`src/scc_pkg.sv`:
```
// shared constants and types of the static clock controller
package scc_pkg;
    // divider periods counted in half cycles of the master frequency
    localparam logic [10:0] FAST_PERIOD  = 11'h006;  // divide by 3
    localparam logic [10:0] SLOW_PERIOD  = 11'h600;  // divide by 768
    localparam logic [10:0] FAST_HIGH    = 11'h002;  // 33% of fast period
    localparam logic [10:0] SLOW_HIGH    = 11'h200;  // 33% of slow period
    localparam logic [3:0]  PER_PERIOD   = 4'hc;     // divide by 6
    localparam logic [3:0]  PER_HIGH     = 4'h6;     // 50% of peripheral
    // speed select filter, in full master cycles
    localparam logic [7:0]  SLOW_FILTER  = 8'hc3;    // 195 cycles low
    localparam logic [7:0]  FAST_FILTER  = 8'h06;    // 6 cycles high
    // oscillator warm-up terminal count, in crystal cycles
    localparam int          WARM_CYCLES  = 8192;
    // reset values
    localparam logic [10:0] PHASE_RST    = 11'h000;
    localparam logic [3:0]  PPHASE_RST   = 4'h0;
    localparam logic [7:0]  FILT_RST     = 8'h00;
    localparam logic [13:0] WARM_RST     = 14'h0000;

    typedef enum logic [3:0] {
        ST_RUN  = 4'b0001,
        ST_HALT = 4'b0010,
        ST_WARM = 4'b0100,
        ST_SYNC = 4'b1000
    } scc_state_t;

    typedef struct packed {
        logic haltLine;   // status line 2, low active stop
        logic line1;
        logic line0;
    } scc_status_t;

    typedef struct packed {
        logic processorClock;
        logic halfDutyClock;
        logic peripheralClock;
        logic oscillatorOutput;
        logic crystalOutput;
    } scc_clocks_t;
endpackage

```
`src/scc_edge.sv`:
```
// edge detector for a level sampled on the system clock
`timescale 1ns/1ps
module scc_edge #(
    parameter logic RESET_LEVEL = 1'b0
) (
    input  wire logic clk,    // system clock
    input  wire logic srst,   // synchronous reset, active high
    input  wire logic level,  // sampled level
    output logic      rise,   // one-cycle pulse on low to high
    output logic      fall    // one-cycle pulse on high to low
);
    typedef struct packed {
        logic prev;
    } scc_edge_state_t;

    scc_edge_state_t state_ff;
    scc_edge_state_t nxt_state;

    always_comb begin
        nxt_state      = state_ff;
        nxt_state.prev = level;
    end

    always_ff @(posedge clk) begin
        if (srst) begin
            // a level already high across reset is not taken as an edge
            state_ff.prev <= RESET_LEVEL | level;
        end else begin
            state_ff <= nxt_state;
        end
    end

    assign rise = level & ~state_ff.prev;
    assign fall = ~level & state_ff.prev;
endmodule

```
`src/scc_clock_controller.sv`:
```
// static clock controller: dividers, halt decode, restart sequencing
`timescale 1ns/1ps
import scc_pkg::*;

// Functional notes
// - source select low takes crystal input, high takes external input.
// - start rising edge restarts all three clocks after restart sequence.
// - crystal restart waits for oscillator activity and 8K cycle count.
// - external mode resumes clocks within three external cycles of start.
// - restart keeps the speed mode in force when clocks stopped.
// - speed select: fast divides master by 3, slow by 768.
// - halt status on status lines is decoded to stop clocks.
// - processor clock 33% duty, half-duty clock 50%, both synchronized.
// - stop on LHH at processor clock rise following HHH there.
// - peripheral clock is master divided by 6, 50% duty, in both speed modes.
// - slow needs 195 low source cycles, fast needs 6 high.
// - crystal-mode stop halts oscillator; external-mode stop only outputs.
module scc_clock_controller #(
    parameter int WARM_COUNT = scc_pkg::WARM_CYCLES // crystal warm-up cycles
) (
    input  wire logic                clk,            // system clock
    input  wire logic                srst,           // sync reset, high
    input  wire logic                crystalInput,   // crystal input level
    input  wire logic                externalFrequencyInput, // ext source
    input  wire logic                sourceSelect,   // 0 crystal, 1 external
    input  wire logic                speedSelect,    // 1 fast, 0 slow
    input  wire logic                start,          // restart request
    input  wire scc_pkg::scc_status_t statusLines,   // processor status
    output scc_pkg::scc_clocks_t     clocks,         // generated clocks
    output logic                     clocksStopped,  // outputs are halted
    output logic                     slowMode        // slow mode in force
);
    import scc_pkg::*;

    localparam logic [13:0] WARM_LAST = 14'(WARM_COUNT - 1);

    typedef struct packed {
        scc_state_t  st;
        logic [10:0] phase;     // processor divider, half cycles
        logic [3:0]  pphase;    // peripheral divider, half cycles
        logic        slow;      // speed mode in force
        logic        slowReq;   // filtered speed select
        logic        filtLvl;   // level the filter is timing
        logic [7:0]  filtCnt;
        logic        prevIdle;  // HHH seen at last processor clock rise
        logic        oscRun;    // crystal oscillator running
        logic [13:0] warmCnt;
        scc_clocks_t out;
    } scc_ctrl_t;

    scc_ctrl_t state_ff;
    scc_ctrl_t nxt_state;

    logic xRise;
    logic xFall;
    logic eRise;
    logic eFall;
    logic startRise;

    scc_edge #(.RESET_LEVEL(1'b0)) u_xtalEdge (
        .clk   (clk),
        .srst  (srst),
        .level (crystalInput),
        .rise  (xRise),
        .fall  (xFall)
    );

    scc_edge #(.RESET_LEVEL(1'b0)) u_extEdge (
        .clk   (clk),
        .srst  (srst),
        .level (externalFrequencyInput),
        .rise  (eRise),
        .fall  (eFall)
    );

    scc_edge #(.RESET_LEVEL(1'b1)) u_startEdge (
        .clk   (clk),
        .srst  (srst),
        .level (start),
        .rise  (startRise),
        .fall  ()
    );

    // master half-cycle ticks from the selected source
    logic        masterRise;
    logic        halfTick;
    logic [10:0] period;
    logic [10:0] highLen;
    logic        wrap;
    logic        stopSeen;
    logic        idleSeen;

    always_comb begin
        // the oscillator only yields edges while it runs
        if (sourceSelect) begin
            masterRise = eRise;
            halfTick   = eRise | eFall;
        end else begin
            masterRise = xRise & state_ff.oscRun;
            halfTick   = (xRise | xFall) & state_ff.oscRun;
        end
        period   = state_ff.slow ? SLOW_PERIOD : FAST_PERIOD;
        highLen  = state_ff.slow ? SLOW_HIGH : FAST_HIGH;
        wrap     = halfTick && (state_ff.phase == period - 11'h001);
        // status lines as seen at the processor clock rise
        stopSeen = ~statusLines.haltLine & statusLines.line1
                   & statusLines.line0;
        idleSeen = statusLines.haltLine & statusLines.line1
                   & statusLines.line0;
    end

    always_comb begin
        nxt_state = state_ff;

        // speed select filter runs on full master cycles
        if (masterRise) begin
            if (speedSelect != state_ff.filtLvl) begin
                nxt_state.filtLvl = speedSelect;
                nxt_state.filtCnt = 8'h01;
            end else if (state_ff.filtCnt != 8'hff) begin
                nxt_state.filtCnt = state_ff.filtCnt + 8'h01;
            end
            if (!speedSelect && nxt_state.filtCnt >= SLOW_FILTER) begin
                nxt_state.slowReq = 1'b1;
            end
            if (speedSelect && nxt_state.filtCnt >= FAST_FILTER) begin
                nxt_state.slowReq = 1'b0;
            end
        end

        // oscillator pin drive is the inverted input while it runs
        nxt_state.out.crystalOutput = state_ff.oscRun & ~crystalInput;

        unique case (state_ff.st)
            ST_RUN: begin
                nxt_state.out.oscillatorOutput =
                    sourceSelect ? externalFrequencyInput : crystalInput;
                if (halfTick) begin
                    nxt_state.phase = wrap ? PHASE_RST
                                           : state_ff.phase + 11'h001;
                    nxt_state.pphase =
                        (state_ff.pphase == PER_PERIOD - 4'h1)
                        ? PPHASE_RST : state_ff.pphase + 4'h1;
                end
                if (wrap) begin
                    // speed changes only at a period boundary, so
                    // no short pulse reaches the processor
                    nxt_state.slow = state_ff.slowReq;
                    nxt_state.prevIdle = idleSeen;
                    if (stopSeen && state_ff.prevIdle) begin
                        nxt_state.st = ST_HALT;
                        // processor clock freezes high, half-duty clock low, at the rise
                        nxt_state.phase = PHASE_RST;
                        if (!sourceSelect) begin
                            nxt_state.oscRun = 1'b0;
                            nxt_state.out.oscillatorOutput = 1'b1;
                            nxt_state.out.crystalOutput = 1'b0;
                        end
                    end
                end
                nxt_state.out.processorClock =
                    nxt_state.phase < highLen;
                nxt_state.out.halfDutyClock =
                    (nxt_state.phase >= highLen) &&
                    (nxt_state.phase < highLen + (period >> 1));
                nxt_state.out.peripheralClock = nxt_state.pphase < PER_HIGH;
            end
            ST_HALT: begin
                // divided clocks hold, oscillator output follows the external input in external mode; speed mode is kept for the restart
                if (sourceSelect) begin
                    nxt_state.out.oscillatorOutput = externalFrequencyInput;
                end
                if (startRise) begin
                    nxt_state.prevIdle = 1'b0;
                    if (sourceSelect || state_ff.oscRun) begin
                        nxt_state.st = ST_SYNC;
                    end else begin
                        nxt_state.st = ST_WARM;
                        nxt_state.oscRun = 1'b1;
                        nxt_state.warmCnt = WARM_RST;
                    end
                end
            end
            ST_WARM: begin
                // a crystal edge shows the input crossed its threshold
                if (xRise) begin
                    if (state_ff.warmCnt == WARM_LAST) begin
                        nxt_state.st = ST_SYNC;
                    end else begin
                        nxt_state.warmCnt = state_ff.warmCnt + 14'h0001;
                    end
                end
            end
            ST_SYNC: begin
                // resume on the next master rise, well within 3 cycles
                if (masterRise) begin
                    nxt_state.st = ST_RUN;
                    nxt_state.phase = PHASE_RST;
                    // phase 0 levels, so the first high is a full one
                    nxt_state.out.processorClock = 1'b1;
                    nxt_state.out.halfDutyClock = 1'b0;
                    nxt_state.out.peripheralClock =
                        state_ff.pphase < PER_HIGH;
                end
            end
            default: begin
                nxt_state.st = ST_HALT;
            end
        endcase
    end

    always_ff @(posedge clk) begin
        if (srst) begin
            state_ff.st       <= ST_SYNC;
            state_ff.phase    <= PHASE_RST;
            state_ff.pphase   <= PPHASE_RST;
            state_ff.slow     <= 1'b0;
            state_ff.slowReq  <= 1'b0;
            state_ff.filtLvl  <= 1'b1;
            state_ff.filtCnt  <= FILT_RST;
            state_ff.prevIdle <= 1'b0;
            state_ff.oscRun   <= 1'b1;
            state_ff.warmCnt  <= WARM_RST;
            state_ff.out      <= '0;
        end else begin
            state_ff <= nxt_state;
        end
    end

    assign clocks        = state_ff.out;
    assign clocksStopped = state_ff.st != ST_RUN;
    assign slowMode      = state_ff.slow;

    // checks
    property p_stop_decode;
        @(posedge clk) disable iff (srst)
        (state_ff.st == ST_RUN && wrap && stopSeen && state_ff.prevIdle)
            |=> (state_ff.st == ST_HALT && clocks.processorClock);
    endproperty
    a_stop_decode: assert property (p_stop_decode)
        else $error("halt pattern did not stop clocks high");

    property p_no_stop_without_idle;
        @(posedge clk) disable iff (srst)
        (state_ff.st == ST_RUN && !state_ff.prevIdle)
            |=> (state_ff.st != ST_HALT);
    endproperty
    a_no_stop_without_idle: assert property (p_no_stop_without_idle)
        else $error("clocks stopped without passive pattern first");

    property p_halt_holds;
        @(posedge clk) disable iff (srst)
        (state_ff.st == ST_HALT && $past(state_ff.st) == ST_HALT)
            |-> $stable(clocks.peripheralClock)
                && $stable(clocks.halfDutyClock);
    endproperty
    a_halt_holds: assert property (p_halt_holds)
        else $error("clock output moved while halted");

    property p_crystal_stop;
        @(posedge clk) disable iff (srst)
        (state_ff.st == ST_HALT && !sourceSelect && !state_ff.oscRun)
            |-> (clocks.oscillatorOutput && !clocks.crystalOutput);
    endproperty
    a_crystal_stop: assert property (p_crystal_stop)
        else $error("oscillator not stopped high in crystal halt");

    property p_ext_keeps_osc;
        @(posedge clk) disable iff (srst)
        (state_ff.st == ST_RUN && wrap && stopSeen && state_ff.prevIdle
         && sourceSelect) |=> state_ff.oscRun;
    endproperty
    a_ext_keeps_osc: assert property (p_ext_keeps_osc)
        else $error("oscillator stopped in external mode");

    property p_warm_count;
        @(posedge clk) disable iff (srst)
        (state_ff.st == ST_WARM ##1 state_ff.st == ST_SYNC)
            |-> ($past(state_ff.warmCnt) == WARM_LAST);
    endproperty
    a_warm_count: assert property (p_warm_count)
        else $error("warm-up left before terminal count");

    property p_ext_resume;
        @(posedge clk) disable iff (srst)
        (state_ff.st == ST_SYNC && masterRise) |=> (state_ff.st == ST_RUN);
    endproperty
    a_ext_resume: assert property (p_ext_resume)
        else $error("clocks did not resume on master edge");

    property p_speed_kept;
        @(posedge clk) disable iff (srst)
        (state_ff.st != ST_RUN) |=> $stable(state_ff.slow);
    endproperty
    a_speed_kept: assert property (p_speed_kept)
        else $error("speed mode changed while stopped");

    property p_duty;
        @(posedge clk) disable iff (srst)
        (state_ff.st == ST_RUN && !state_ff.slow)
            |-> (clocks.processorClock == (state_ff.phase < FAST_HIGH))
                && !(clocks.processorClock && clocks.halfDutyClock);
    endproperty
    a_duty: assert property (p_duty)
        else $error("processor or half-duty clock phase wrong");

    property p_periph;
        @(posedge clk) disable iff (srst)
        (state_ff.st == ST_RUN)
            |-> (clocks.peripheralClock == (state_ff.pphase < PER_HIGH));
    endproperty
    a_periph: assert property (p_periph)
        else $error("peripheral clock phase wrong");

    property p_slow_filter;
        @(posedge clk) disable iff (srst)
        $rose(state_ff.slowReq) |-> state_ff.filtCnt >= SLOW_FILTER;
    endproperty
    a_slow_filter: assert property (p_slow_filter)
        else $error("slow mode taken before filter time");

    property p_speed_at_boundary;
        @(posedge clk) disable iff (srst)
        $changed(state_ff.slow) |-> (state_ff.phase == PHASE_RST);
    endproperty
    a_speed_at_boundary: assert property (p_speed_at_boundary)
        else $error("speed changed away from period boundary");

    property p_source;
        @(posedge clk) disable iff (srst)
        (sourceSelect && state_ff.st == ST_RUN)
            |=> clocks.oscillatorOutput == $past(externalFrequencyInput);
    endproperty
    a_source: assert property (p_source)
        else $error("external source not routed");
endmodule

```
`config.mk`:
```
export PLATFORM = sky130hd
export DESIGN_NAME = scc_clock_controller
export DESIGN_NICKNAME = d
export VERILOG_FILES = /design/src/scc_pkg.sv /design/src/scc_edge.sv /design/src/scc_clock_controller.sv
export SDC_FILE = /design/constraint.sdc
export NUM_CORES = 1
export LEC_CHECK = 0
export ABC_AREA = 1
export ABC_CLOCK_PERIOD_IN_PS = 3600
export BUFFER_PORTS_ARGS = -buffer_cell sky130_fd_sc_hd__buf_2
export CORE_MARGIN = 2
export CORE_UTILIZATION = 34
export CTS_CLUSTER_DIAMETER = 150
export DETAILED_ROUTE_END_ITERATION = 10
export PLACE_DENSITY = 0.5
export REMOVE_ABC_BUFFERS = 1
export SLEW_MARGIN = 20
export SYNTH_ARGS = -nofsm -noshare
export SYNTH_HDL_FRONTEND = slang
export SYNTH_SLANG_ARGS = --single-unit
```
`constraint.sdc`:
```
create_clock -name clk -period 3.6 [get_ports clk]
set_input_delay 0.72 -clock clk [delete_from_list [all_inputs] [get_ports clk]]
set_output_delay 0.72 -clock clk [all_outputs]
set_load 0.005 [all_outputs]
```
After elaboration in Yosys (flattened, before gate mapping)
Index checks and enable logic that the tools add are counted.

Flip-flop bits (word level): 54. Bits of input ports: 10. Output and inout port bits: 7. Word-level logic and storage cells: 132.

Add/sub/neg operators: 6. Magnitude comparators: 7. Equal/unequal tests: 20. Muxes and demuxes: 41. Bitwise gates (word level): 20. Reductions and logical operators: 20.

Operators by type and width (count): $mux 15 (7); $mux 14 (2); $pmux 14 s2 (1); $mux 8 (3); $mux 11 (2); $pmux 11 s2 (1); $mux 4 (5); $ne 2x2->1 const B (10); $mux 16 (1); $pmux 4 s4 (1); $add 14x1->14 const B (1); $eq 14x13->1 const B (1); $and 1x1->1 (12); $reduce_and 6->1 (2); $add 10x10->11 (1); $add 11x1->11 const B (1); $eq 11x11->1 (1); $ge 11x10->1 (1); $lt 11x10->1 (1); $lt 11x11->1 (1); $sub 11x1->11 const B (1); $mux 10 (1); $reduce_and 2->1 (5); $mux 1 (9); other kinds (25) (43).

Longest topological paths before layout
Word-level depth: 15. Mapped depth: 20.

Hierarchy
A second synthesis with hierarchy kept.

Cells, all modules: 547. Area total of the unflattened synthesis: 3545.9 sq um.

By module, submodules not included: scc_clock_controller (times used 1, cells an instance 530, area each 3433.3 sq um, sequential area each 1021.0 sq um); scc_edge at u_extEdge ... (times used 2, cells an instance 5, area each 35.0 sq um, sequential area each 20.0 sq um); scc_edge at u_startEdge (times used 1, cells an instance 7, area each 42.5 sq um, sequential area each 20.0 sq um).

Worst setup path before layout
Ideal clock, no wire load.

Path kind: input to register. From: in crystalInput. To: reg state_ff (netlist bit clocks[3]). Setup time: 66 ps. Data arrival time: 2518 ps. Slack: 1016 ps. Stages: 18. Path buffers: 0. Cell sequence: ha_1 inv_1 nand3_2 nand2_4 nand3_1 nor2_2 nand3_1 nand3_1 inv_1 ha_1 nand2_1 inv_1 nand2_1 nor2_1 nand3_1 nand3_1 nand3_1 a21oi_2.

Cells in the longest elaborated chain, start to end: 15. Elaborated cells between the ends (all ways): 21. Those cells by class: 2 x order compare; 1 x eq/ne; 9 x mux; 6 x bitwise; 3 x reduce/logical.

Ends and longest elaborated chain: start: declaration (RTL line scc_clock_controller.sv:23) `input wire logic crystalInput,`; $not 1->1 (RTL line scc_edge.sv:34) `assign fall = ~level & state_ff.prev;`; $and 1x1->1 (RTL line scc_edge.sv:34); $or 1x1->1 (RTL line scc_clock_controller.sv:100) `halfTick = (xRise | xFall) & state_ff.oscRun;`; $and 1x1->1 (RTL line scc_clock_controller.sv:100); $mux 1 (RTL line scc_clock_controller.sv:95) `if (sourceSelect) begin`; $logic_and 1x1->1 (RTL line scc_clock_controller.sv:104) `wrap = halfTick && (state_ff.phase == period - 11'h001);`; $mux 11 (RTL line scc_clock_controller.sv:139) `nxt_state.phase = wrap ? PHASE_RST`; $mux 15 (RTL line scc_clock_controller.sv:138) `if (halfTick) begin`; $mux 15 (RTL line scc_clock_controller.sv:134) `unique case (state_ff.st)`; $mux 15 (RTL line scc_clock_controller.sv:150) `if (stopSeen && state_ff.prevIdle) begin`; $mux 15 (RTL line scc_clock_controller.sv:145) `if (wrap) begin`; $mux 15 (RTL line scc_clock_controller.sv:134); $ge 11x10->1 or $lt 11x11->1 (tied branches) (RTL line scc_clock_controller.sv:164, scc_clock_controller.sv:165); $logic_and 1x1->1 (RTL line scc_clock_controller.sv:164) `(nxt_state.phase >= highLen) &&`; $pmux 3 s2 (RTL line scc_clock_controller.sv:134); end signal: assignment (RTL line scc_clock_controller.sv:226) `state_ff <= nxt_state;`; end: declaration (RTL line scc_clock_controller.sv:51) `scc_ctrl_t state_ff;`.

Parallel ways exist; a longest one is shown, timed or not. The select of a mux whose other input is x is not followed. A chain may end at the register's enable or synchronous reset.

Worst setup path after layout
Ends and elaborated chain as after synthesis.

==> run_results.csv <==
group,metric,value,unit
cts,cts.sinks,54,
cts,cts_buffer_depth,2,
grt,grt_max_degree,26,
sta,tightest_slew,0.583,ns
sta,hold_viol_final,0,
flow_run,drv_cap,0,
critical_path,max_stage_delay,0.30,ns
cells_and_area,nets,563,
synth,synth_edf_count,0,
floorplanning,die_area,11200,um2
synth,synth_ff_type,"dfxtp_1",
critical_path,r2r-end,"clocks[3]",
sta,fmax,0.359,GHz
detailed_routing,first_pass_iters,4,
detailed_routing,ant_nets,0,
detailed_routing,num_vias,3289,
detailed_routing,drt-vias-per-instance,4.84,
cells_and_area,drive_above_1_share,12.2,%
critical_path,crit_top_cell,"nand3_1",
grt,track_usage,15.7,%
synth,async_flop_share,0,%
sta,relSlewSlack,61.1,%
cts,post_cts_resize_count,0,
floorplanning,die_y,106,um
cells_and_area,num_antenna_cells,0,
synth,ys_types,42,
detailed_routing,wirelength,8.33,mm
critical_path,cp-startpoint,"crystalInput",
floorplanning,ios,17,
cells_and_area,syn_to_final_growth,7.09,%
synth,synth_cells,532,
synth,synth_seq_cells,54,
status,status,"finished, final reports clean",
cts,insertion_delay,0.31,ns
sta,tns,0,ns
power_and_ir_drop,power.density,394,nW/um2
critical_path,cp-endpoint,"clocks[3]",
cts,cts_buffers,5,
critical_path,crit_slowest_cell,"ha_1",
grt,antenna_found_initial,0,
critical_path,path_cells,"buf_2, ha_1, inv_1, nand3_2, nand2_4, nand3_1, nor2_2, nand3_1, nand3_1, inv_1, ha_1, nand2_1, inv_1, nand2_1, nor2_1, nand3_1, nand3_1, nand3_1, a21oi_2",
synth,netlist_area,3530,um2
critical_path,r2r_setup_slack,1.01,ns
critical_path,cp-start-kind,"input pin",
cts,hold_buffers,0,
detailed_routing,routedWlPerCell,12.3,um
power_and_ir_drop,peakVddDrop,0.000150,V
grt,overflow,0,
cts,post_cts_buffers,0,
synth,synth_area_per_cell,6.63,um2
floorplanning,fp.dieW,106,um
floorplanning,start_util,34.7,%
critical_path,worstPathRequired,3.86,ns
critical_path,endpoint_kind,"flop",
power_and_ir_drop,power.leakage,1.61,nW
sta,finalMaxSlewViolations,0,
sta,rsz0062_at_grt,"no",
sta,clock_skew,0.00687,ns
placement,io_buffers,16,
cts,cts_tree,"yes",
sta,final-setup-viol-count,0,
cts,clock-root-buffer,"clkbuf_8",
placement,place.gp.congestion,0.839,
floorplanning,core_area,10200,um2
min_path,hp-class,"flop to flop",
critical_path,worstRegToRegCells,19,
critical_path,cp_max_fo,16,
synth,ys_seq_area_share,30.6,%
sta,fin_crit_sh,77.4,%
critical_path,rr_startpoint,"u_xtalEdge.state_ff",
cts,cts.htree.levels,2,
critical_path,crit_type,"input pin to flop",
sta,min_period,2.79,ns
grt,grt_pass1_vias,3149,
synth,ys_warn_count,0,
cts,clk_pin_slew,0.10,ns
critical_path,cp_data_arrival_time,3.04,ns
placement,dp_hpwl,6.19,mm
grt,grt_pass1_wl,14.5,mm
cells_and_area,fin_util,37.1,%
detailed_routing,drt_iter0_markers,142,
detailed_routing,drc,0,
floorplanning,num_rows,37,
-- how the worst min path moves through the flow --
stage | start | end | slack [ns] | cells past startpoint
6_report | clocks[1] | clocks[1] | 0.47 | 2
5_1_grt | clocks[3] | clocks[3] | 0.51 | 2
4_1_cts | clocks[1] | clocks[1] | 0.47 | 2
3_5_place_dp | clocks[1] | clocks[1] | 0.46 | 2
3_3_place_gp | clocks[1] | clocks[1] | 0.45 | 2
2_1_floorplan | state_ff[29] | state_ff[29] | 0.45 | 2
-- placed cells by master, fill, tap and decap left out, types with 3 or more instances in the layout --
master    netlist  routed
nand2_2         5       5
o21ai_1         7       7
dfxtp_1        54      54
o21ai_0        25      25
ha_1           11      11
buf_2           0      16
xor2_1         10      10
nor2_1         53      53
or2_2           5       5
nor3_2          3       3
nand4_1         4       4
nand2_1       120     120
inv_1          78      78
clkbuf_8        2       5
nand3_1        37      37
nand2_4         5       5
a21oi_1        38      38
nor2_2          5       5
nand3_2         3       3
nor3_1         14      14
inv_2           5       5
o211ai_1        8       8
a211oi_1        4       4
-- Yosys cell counts (5+ instances only) --
cell | number | area (um2)
inv_1 | 78 | 293
o21ai_0 | 25 | 125
a21oi_1 | 38 | 190
o21ai_1 | 7 | 35.0
dfxtp_1 | 54 | 1080
nor2_2 | 5 | 31.3
nand3_1 | 37 | 185
nand2_1 | 120 | 450
nand2_4 | 5 | 56.3
nor3_1 | 14 | 70.1
buf_4 | 5 | 37.5
nand2_2 | 5 | 31.3
o211ai_1 | 8 | 60.1
xor2_1 | 10 | 87.6
nor2_1 | 53 | 199
ha_1 | 11 | 138
or2_2 | 5 | 31.3
inv_2 | 5 | 18.8
-- logic make-up (layout without fill, tap and decap cells) --
group,count (synthesis),count (layout),share of synthesized area [%]
AOI/OAI and AO/OA,91,91,14.5
xor gates and xnor gates,11,11,2.73
adders and majority gates,11,11,3.90
buffers and inverters,101,112,12.9
DFF,54,54,30.6
and+or+nand+nor,264,264,35.4
-- area by class of cell --
type	count	area, um2
well taps	136	170
flip-flops and latches	54	1080
clock inverters	2	37.5
clock buffers	6	72.6
repair buffers	18	95.1
multi-input cells	377	1990
inverters	86	330
fillers	1109	6400
-- sequential cells by signal (all words and copies together), names as in the netlist --
signal,cells
slowMode,1
u_xtalEdge.state_ff,1
u_extEdge.state_ff,1
u_startEdge.state_ff,1
clocks,5
state_ff,45
-- stage by stage --
stage	instances	setup slack (ns)	hold WS, ns	instance area [um2]	total power [mW]
finish	679	0.814	0.467	3780	1.49
global route	679	0.571	0.508	3780	1.60
CTS	679	0.852	0.470	3780	1.52
detailed placement	671	0.520	0.455	3670	1.09
global placement	671	0.627	0.453	3670	1.09
floorplan	517	0.935	0.445	3400	0.978
-- report_power, final --
group,switching [mW],internal [mW],total [mW],leakage [nW]
logic,0.266,0.123,0.389,1.12
registers,0.0378,0.647,0.685,0.439
clock network,0.209,0.208,0.417,0.0514
total,0.513,0.978,1.49,1.61
-- critical path: cells and delay by family --
family	cells	cell delay [ns]
and+or+nand+nor	12	1.32
adders and majority gates	2	0.58
buffers and inverters	4	0.30
AOI/OAI and AO/OA	1	0.11
-- routing by layer --
layer,share of wire [%],global-route usage (%),wire [um],up-vias
met5,0,0,0,-
met4,0.46,4.32,38,0
met2,50,27.4,4180,33
met3,2.0,2.33,166,2
met1,47,20.3,3950,1527
li1,-,-,-,1727
Note: power is estimated with default switching activity, not from simulation.
